--- src/core/ocd_pkg.sv ---
// shared constants and carrier types for the channel six divider configuration block
// assumes a single 100 MHz clock domain and a 16-bit register access port
package ocd_pkg;
    // register indices as seen on the configuration port
    localparam logic [7:0] OCD_ADDR_CTRL = 8'h0F;
    localparam logic [7:0] OCD_ADDR_INTDIV = 8'h10;
    localparam logic [7:0] OCD_ADDR_FRACLO = 8'h11;
    // reset values and writable bit masks (reserved bits held at zero)
    localparam logic [15:0] OCD_CTRL_RESET = 16'h0000;
    localparam logic [15:0] OCD_INTDIV_RESET = 16'h0000;
    localparam logic [15:0] OCD_FRACLO_RESET = 16'h0000;
    localparam logic [15:0] OCD_CTRL_WMASK = 16'h1FDF;
    localparam logic [15:0] OCD_INTDIV_WMASK = 16'h0FFF;
    localparam logic [15:0] OCD_FRACLO_WMASK = 16'hFFFF;
    // control register field positions
    localparam int OCD_PREDIV_LSB = 10;
    localparam int OCD_FRACEN_BIT = 9;
    localparam int OCD_SLEW_BIT = 8;
    localparam int OCD_NEG_BIT = 7;
    localparam int OCD_POS_BIT = 6;
    localparam int OCD_DRV_LSB = 3;
    localparam int OCD_MODE_LSB = 1;
    localparam int OCD_SUPPLY_BIT = 0;
    // integer divider register field positions
    localparam int OCD_INTVAL_LSB = 4;
    localparam int OCD_FRACHI_LSB = 0;
    // pre-divider codes and the matching ratio minus one
    localparam logic [2:0] OCD_PREDIV_DIV2 = 3'h0;
    localparam logic [2:0] OCD_PREDIV_DIV3 = 3'h1;
    localparam logic [2:0] OCD_PREDIV_DIV1 = 3'h7;
    localparam logic [1:0] OCD_RATIO_M1_DIV1 = 2'h0;
    localparam logic [1:0] OCD_RATIO_M1_DIV2 = 2'h1;
    localparam logic [1:0] OCD_RATIO_M1_DIV3 = 2'h2;
    // output mode codes
    localparam logic [1:0] OCD_MODE_OFF = 2'h0;
    localparam logic [1:0] OCD_MODE_CLOCK = 2'h1;
    localparam logic [1:0] OCD_MODE_LOW = 2'h2;
    localparam logic [1:0] OCD_MODE_HIGH = 2'h3;
    // driver type codes
    localparam logic [1:0] OCD_DRV_LVDS_A = 2'h0;
    localparam logic [1:0] OCD_DRV_LVDS_B = 2'h1;
    localparam logic [1:0] OCD_DRV_CMOS = 2'h2;
    localparam logic [1:0] OCD_DRV_HCSL = 2'h3;

    // settings presented to the output driver
    typedef struct packed {
        logic [1:0] driverType;
        logic slewSlow;
        logic posEnable;
        logic negEnable;
        logic supplyHigh;
        logic outEnable;
    } ocd_drive_t;
endpackage

--- src/core/ocd_pulse_div.sv ---
// small tick divider: passes one of every ratioM1+1 input ticks
// assumes tickIn is a one-cycle enable synchronous to clk
`timescale 1ns/1ps
module ocd_pulse_div import ocd_pkg::*; (
    input wire logic clk,
    input wire logic rst,
    input wire logic tickIn,
    input wire logic [1:0] ratioM1,
    output logic tickOut
);
    typedef struct packed {
        logic [1:0] cnt;
    } ocd_div_state_t;

    ocd_div_state_t st;
    ocd_div_state_t next_st;

    // >= rather than == so a ratio change mid-count cannot hang the counter
    assign tickOut = tickIn && (st.cnt >= ratioM1);

    // count input ticks, wrap on the passed one
    always_comb begin
        next_st = st;
        if (tickIn) begin
            if (tickOut) begin
                next_st.cnt = 2'h0;
            end else begin
                next_st.cnt = st.cnt + 2'h1;
            end
        end
    end

    always_ff @(posedge clk or posedge rst) begin
        if (rst) begin
            st <= '0;
        end else begin
            st <= next_st;
        end
    end
endmodule

--- src/core/ocd_channel.sv ---
// channel six configuration registers with pre-divider, integer/fractional output divider
// and driver settings; assumes srcTick is the one-cycle enable of the channel source clock
//
// Notes on behaviour
// - Pre-divider code 000 divides by two, 001 by three and 111 passes undivided.
// - With the fractional divider disabled the pre-divider is bypassed whatever its code.
// - Control bit 9 enables the fractional divider when one and disables it when zero.
// - Control bit 8 picks normal edge rate at zero and slow edge rate at one.
// - Bit 6 enables the positive single-ended side, bit 7 the negative side only with it.
// - Driver field 4:3 gives LVDS for 00 and 01, CMOS for 10 and HCSL for 11.
// - Mode field 2:1 gives off, clocking, static low and static high.
// - Control bit 0 selects the 1.8 V range at zero and the 2.5/3.3 V range at one.
// - Integer field 11:4 of the second register divides by its value plus one.
// - The 20-bit fraction is bits 3:0 of the second register over the whole third one.
`timescale 1ns/1ps
module ocd_channel import ocd_pkg::*; (
    input wire logic clk,
    input wire logic rst,
    input wire logic regWrite,
    input wire logic regRead,
    input wire logic [7:0] regAddr,
    input wire logic [15:0] regWrData,
    output logic [15:0] regRdData,
    output logic regRdValid,
    input wire logic srcTick,
    output logic chanPulse,
    output logic chanOut,
    output ocd_drive_t drive
);
    typedef struct packed {
        logic [15:0] ctrl;
        logic [15:0] intReg;
        logic [15:0] fracLo;
        logic [15:0] rdData;
        logic rdValid;
        logic [8:0] cnt;
        logic [19:0] acc;
        logic extend;
        logic toggle;
        logic chanPulse;
        logic chanOut;
        ocd_drive_t drive;
    } ocd_chan_state_t;

    ocd_chan_state_t st;
    ocd_chan_state_t next_st;

    logic [2:0] fracPredivSelect;
    logic fracDividerEnable;
    logic singleEndedSlewSelect;
    logic singleEndedNegEnable;
    logic singleEndedPosEnable;
    logic [1:0] driverTypeSelect;
    logic [1:0] channelOutputMode;
    logic supplyRangeSelect;
    logic [7:0] integerDivideValue;
    logic [19:0] fractionalDivideValue;
    logic [1:0] preRatioM1;
    logic divTick;
    logic preTick;
    logic [8:0] limit;
    logic [20:0] accSum;

    // field views of the stored registers
    assign fracPredivSelect = st.ctrl[OCD_PREDIV_LSB +: 3];
    assign fracDividerEnable = st.ctrl[OCD_FRACEN_BIT];
    assign singleEndedSlewSelect = st.ctrl[OCD_SLEW_BIT];
    assign singleEndedNegEnable = st.ctrl[OCD_NEG_BIT];
    assign singleEndedPosEnable = st.ctrl[OCD_POS_BIT];
    assign driverTypeSelect = st.ctrl[OCD_DRV_LSB +: 2];
    assign channelOutputMode = st.ctrl[OCD_MODE_LSB +: 2];
    assign supplyRangeSelect = st.ctrl[OCD_SUPPLY_BIT];
    assign integerDivideValue = st.intReg[OCD_INTVAL_LSB +: 8];
    assign fractionalDivideValue = {st.intReg[OCD_FRACHI_LSB +: 4], st.fracLo};

    // pre-divider ratio; reserved codes fall back to divide by two rather than stall
    always_comb begin
        case (fracPredivSelect)
            OCD_PREDIV_DIV2: preRatioM1 = OCD_RATIO_M1_DIV2;
            OCD_PREDIV_DIV3: preRatioM1 = OCD_RATIO_M1_DIV3;
            OCD_PREDIV_DIV1: preRatioM1 = OCD_RATIO_M1_DIV1;
            default: preRatioM1 = OCD_RATIO_M1_DIV2;
        endcase
    end

    ocd_pulse_div u_prediv (
        .clk(clk),
        .rst(rst),
        .tickIn(srcTick && fracDividerEnable),
        .ratioM1(preRatioM1),
        .tickOut(divTick)
    );

    // pre-divider only sits in the path while the fractional divider runs
    assign preTick = fracDividerEnable ? divTick : srcTick;

    // period is limit+1 ticks; a fractional carry stretches one period by a tick
    assign limit = {1'b0, integerDivideValue} + {8'h00, st.extend};
    assign accSum = {1'b0, st.acc} + {1'b0, fractionalDivideValue};

    always_comb begin
        next_st = st;
        next_st.rdValid = 1'b0;
        next_st.chanPulse = 1'b0;

        // register writes; reserved bits are not stored and read back as zero
        if (regWrite) begin
            case (regAddr)
                OCD_ADDR_CTRL: next_st.ctrl = regWrData & OCD_CTRL_WMASK;
                OCD_ADDR_INTDIV: next_st.intReg = regWrData & OCD_INTDIV_WMASK;
                OCD_ADDR_FRACLO: next_st.fracLo = regWrData & OCD_FRACLO_WMASK;
                default: ;
            endcase
        end

        // reads answer one cycle later; unmapped indices return zero
        if (regRead) begin
            next_st.rdValid = 1'b1;
            case (regAddr)
                OCD_ADDR_CTRL: next_st.rdData = st.ctrl;
                OCD_ADDR_INTDIV: next_st.rdData = st.intReg;
                OCD_ADDR_FRACLO: next_st.rdData = st.fracLo;
                default: next_st.rdData = 16'h0000;
            endcase
        end

        // output divider driven by the (possibly pre-divided) source tick
        if (preTick) begin
            if (st.cnt >= limit) begin
                next_st.cnt = 9'h000;
                next_st.chanPulse = 1'b1;
                next_st.toggle = ~st.toggle;
                if (fracDividerEnable) begin
                    next_st.acc = accSum[19:0];
                    next_st.extend = accSum[20];
                end else begin
                    next_st.extend = 1'b0;
                end
            end else begin
                next_st.cnt = st.cnt + 9'h001;
            end
        end
        if (!fracDividerEnable) begin
            next_st.extend = 1'b0;
        end

        // output level per mode
        case (channelOutputMode)
            OCD_MODE_CLOCK: next_st.chanOut = next_st.toggle;
            OCD_MODE_HIGH: next_st.chanOut = 1'b1;
            default: next_st.chanOut = 1'b0;
        endcase

        // driver settings; the negative side is masked unless the positive side is on
        next_st.drive.driverType = driverTypeSelect;
        next_st.drive.slewSlow = singleEndedSlewSelect;
        next_st.drive.posEnable = singleEndedPosEnable;
        next_st.drive.negEnable = singleEndedNegEnable && singleEndedPosEnable;
        next_st.drive.supplyHigh = supplyRangeSelect;
        next_st.drive.outEnable = (channelOutputMode != OCD_MODE_OFF);
    end

    always_ff @(posedge clk or posedge rst) begin
        if (rst) begin
            st <= '0;
            st.ctrl <= OCD_CTRL_RESET;
            st.intReg <= OCD_INTDIV_RESET;
            st.fracLo <= OCD_FRACLO_RESET;
        end else begin
            st <= next_st;
        end
    end

    assign regRdData = st.rdData;
    assign regRdValid = st.rdValid;
    assign chanPulse = st.chanPulse;
    assign chanOut = st.chanOut;
    assign drive = st.drive;
endmodule

--- config.mk ---
export PLATFORM = sky130hd
export DESIGN_NAME = ocd_channel
export DESIGN_NICKNAME = d
export VERILOG_FILES = /design/src/core/ocd_pkg.sv /design/src/core/ocd_pulse_div.sv /design/src/core/ocd_channel.sv
export SDC_FILE = /design/constraint.sdc
export NUM_CORES = 1
export LEC_CHECK = 0
export BUFFER_PORTS_ARGS = -buffer_cell sky130_fd_sc_hd__buf_4
export CAP_MARGIN = 15
export CORE_UTILIZATION = 60
export CTS_BUF_LIST = sky130_fd_sc_hd__clkbuf_8
export CTS_CLUSTER_DIAMETER = 50
export DETAILED_ROUTE_END_ITERATION = 8
export PLACE_DENSITY = 0.81
export SLEW_MARGIN = 0
export SYNTH_ARGS = -nofsm -noshare
export SYNTH_HDL_FRONTEND = slang
export SYNTH_SLANG_ARGS = --single-unit
--- constraint.sdc ---
create_clock -name clk -period 5.6 [get_ports clk]
set_input_delay 0.28 -clock clk [delete_from_list [all_inputs] [get_ports clk]]
set_output_delay 0.28 -clock clk [all_outputs]
set_load 0.1 [all_outputs]
==> impl_metrics.env <==
export IMPL_status="finished, violations left"
export IMPL_violations="DRC"
export IMPL_start_kind="register"
export IMPL_vdd_drop_max_v=0.000136
export IMPL_overflow=0
export IMPL_grt_pass1_vias=4114
export IMPL_ant_nets=0
export IMPL_ys_async_sr_fraction=1.00
export IMPL_cp_required_ns=5.91
export IMPL_path_cells="ha_1, ha_1, xnor2_1, ha_1, a31oi_1, a211oi_2, o311ai_2, a2111o_1, buf_4, or4_1, nand3_1"
export IMPL_gp_congestion=0.866
export IMPL_hold_class="input port to register"
export IMPL_dp_cells=664
export IMPL_cts_hold_buf=1
export IMPL_slew_headroom=0.324
export IMPL_diodes=0
export IMPL_worst_path_largest_cell_delay_ns=0.55
export IMPL_netlist_top_cells_area="dfrtp_1 45%, mux2_2 8.4%, ha_1 7.7%, nand2_1 3.3%, buf_4 3.3%"
export IMPL_finClkSkew_ns=0.0140
export IMPL_rsz0062_at_grt="false"
export IMPL_clk_path_buf_depth=2
export IMPL_ys_types=55
export IMPL_leakage_nw=2.88
export IMPL_core_area_sq_um=8810
export IMPL_die_w_um=98.0
export IMPL_drv_cap=0
export IMPL_synth_warnings=0
export IMPL_grt_antenna_before_repair=0
export IMPL_dr_first_iter_drc_count=263
export IMPL_pre_cts_ws_ns=2.43
export IMPL_grt_max_degree=74
export IMPL_post_route_period_util=0.572
export IMPL_worst_path_most_repeated_cell="ha_1"
export IMPL_wl_mm=12.2
export IMPL_combPwrFrac=0.180
export IMPL_setup_ws_ns=2.40
export IMPL_die_y_um=98.0
export IMPL_pwr_share_seq=0.529
export IMPL_drt_wirelength_per_cell_um=18.0
export IMPL_maxSlewViolCount=0
export IMPL_syn_nets=604
export IMPL_finalSetupViolations=0
export IMPL_cts_setup_buffers=0
export IMPL_synth_edff_count=0
export IMPL_switchingPower_w=0.000478
export IMPL_drive_gt1_frac=0.215
export IMPL_tightest_slew_ns=1.01
export IMPL_grt_pass1_wl_mm=20.6
export IMPL_worst_setup_path_end_kind="register"
export IMPL_synthCells=540
export IMPL_synth_top_cell_by_area="dfrtp_1"
export IMPL_internal_power_w=0.00102
export IMPL_fin_nets=632
export IMPL_cts_clk_slew_worst_paths_ns=0.10
export IMPL_fin_crit_ns=3.20
export IMPL_synth_flop_cell="dfrtp_1"
export IMPL_fin_tns_setup_ns=0
export IMPL_numCtsBuffers=9
export IMPL_io_buffers=54
export IMPL_p_clk_frac=0.291
export IMPL_critPathArrivalTime_ns=3.51
export IMPL_ys_ff_latch=99
export IMPL_clk_latency_ns=0.37
export IMPL_timing_final_hold_violations=0
export IMPL_slowest_stage="or4_1"
export IMPL_grt_use_total=0.274
export IMPL_viasPerCell=6.11
export IMPL_powerDensity_nw_per_um2=248
export IMPL_start_util=0.628
export IMPL_yosysMostFrequentCell="dfrtp_1"
export IMPL_cp_max_fo=39
export IMPL_num_rows=34
export IMPL_max_freq_mhz=312
export IMPL_cts_tree="yes"
export IMPL_ys_top_cells_by_count="99 x dfrtp_1, 49 x nand2_1, 41 x mux2_2"
export IMPL_ys_seq_area_frac=0.448
export IMPL_syn_cell_area_sq_um=5530
export IMPL_htreeDepth=3
export IMPL_cts_root_buf="clkbuf_8"
export IMPL_switching_share=0.319
export IMPL_cts_resized=0
export IMPL_p_total_w=0.00150
export IMPL_hpwl_mm=8.83
export IMPL_place_area_sq_um=5850
export IMPL_syn_avg_cell_area_sq_um=10.2
export IMPL_io_pins=55
export IMPL_final_area_sq_um=6040
export IMPL_synthToLayoutAreaGrowth_pct=9.28
export IMPL_die_area_sq_um=9600
export IMPL_layout_cells_non_filler=681
export IMPL_synth_top_area_frac=0.448
export IMPL_firstDrtPassIters=8
export IMPL_critical_path_class="register to register"
export IMPL_drc=4
export IMPL_cts_sinks=99
export IMPL_vias=4160
## per-layer routing
layer | track usage | vias to the layer above | part of all wire
li1 | - | 2004 | -
met1 | 0.370 | 2014 | 0.45
met2 | 0.440 | 122 | 0.48
met3 | 0.0573 | 20 | 0.052
met4 | 0.0956 | 0 | 0.025
met5 | 0 | - | 0
## placed cells by master, fill, tap and decap left out, types with 13 or more instances in the layout
cell     netlist  final
o22ai_1       13     13
o21ai_0       27     27
inv_1         29     28
dfrtp_1       99     99
xor2_1        14     14
nor2_1        26     26
buf_4         24     58
nand2_1       49     49
a21oi_1       34     34
mux2_2        41     41
ha_1          34     34
## stage by stage
| step | utilization | hold slack (ns) |
|---|---|---|
| after detailed placement | 0.664 | 0.287 |
| after global placement | 0.664 | 0.282 |
| after global routing | 0.686 | 0.119 |
| final | 0.686 | 0.141 |
| after floorplan | - | 0.311 |
| after CTS | 0.686 | 0.125 |
## kinds of logic after synthesis
family          after synthesis  share of synthesized area
buf+inv                      71                     0.0657
fa+ha+maj                    35                     0.0806
flops                        99                      0.448
mux                          42                     0.0854
compound gates              138                      0.170
simple gates                135                      0.119
xor+xnor                     20                     0.0317
## power groups by stage
stage          clock (W)  combinational, W  sequential [W]
6_report        0.000437          0.000270        0.000793
4_1_cts         0.000450          0.000270        0.000792
3_5_place_dp           0          0.000268        0.000806
2_1_floorplan          0          0.000179        0.000820
5_1_grt         0.000477          0.000298        0.000799
3_3_place_gp           0          0.000259        0.000803
## registers in the layout, summed over array words and instances (netlist names)
register / count
chanPulse: 1
integerDivideValue: 8
fracDividerEnable: 1
regRdData: 16
channelOutputMode: 2
fracPredivSelect: 3
regRdValid: 1
singleEndedNegEnable: 1
driverTypeSelect: 2
u_prediv.st: 2
next_st: 3
st: 31
drive: 7
chanOut: 1
fractionalDivideValue: 20
## area by class of cell
cell class	count	area, sq um
Fill cell	671	2770
Multi-Input combinational cell	370	2690
Inverter	29	111
Tap cell	108	135
Clock buffer	9	124
Sequential cell	99	2480
Timing Repair Buffer	59	445
Clock inverter	7	60.1
## path summary, 6_finish.rpt
| kind | from | slack (ns) | end | cells after the start |
|---|---|---|---|---|
| hold / removal | regWrData[14] | 0.14 | fractionalDivideValue[14] | 2 |
| setup reg to reg | st[10] | 2.40 | st[28] | 11 |
| setup / recovery | st[10] | 2.40 | st[28] | 11 |
| hold reg to reg | driverTypeSelect[1] | 0.41 | drive[6] | 0 |
| min in group asynchronous | rst | 0.43 | regRdData[11] | 3 |
| max in group asynchronous | rst | 3.92 | regRdData[4] | 4 |
## worst max-delay path, delay by kind of cell (launching register included)
kind	cells	cell delay (ns)
compound gates	4	0.98
simple gates	2	0.64
xor+xnor	1	0.13
fa+ha+maj	3	0.73
buf+inv	1	0.25
flops	1	0.39
Note: power is estimated with default switching activity, not from simulation.
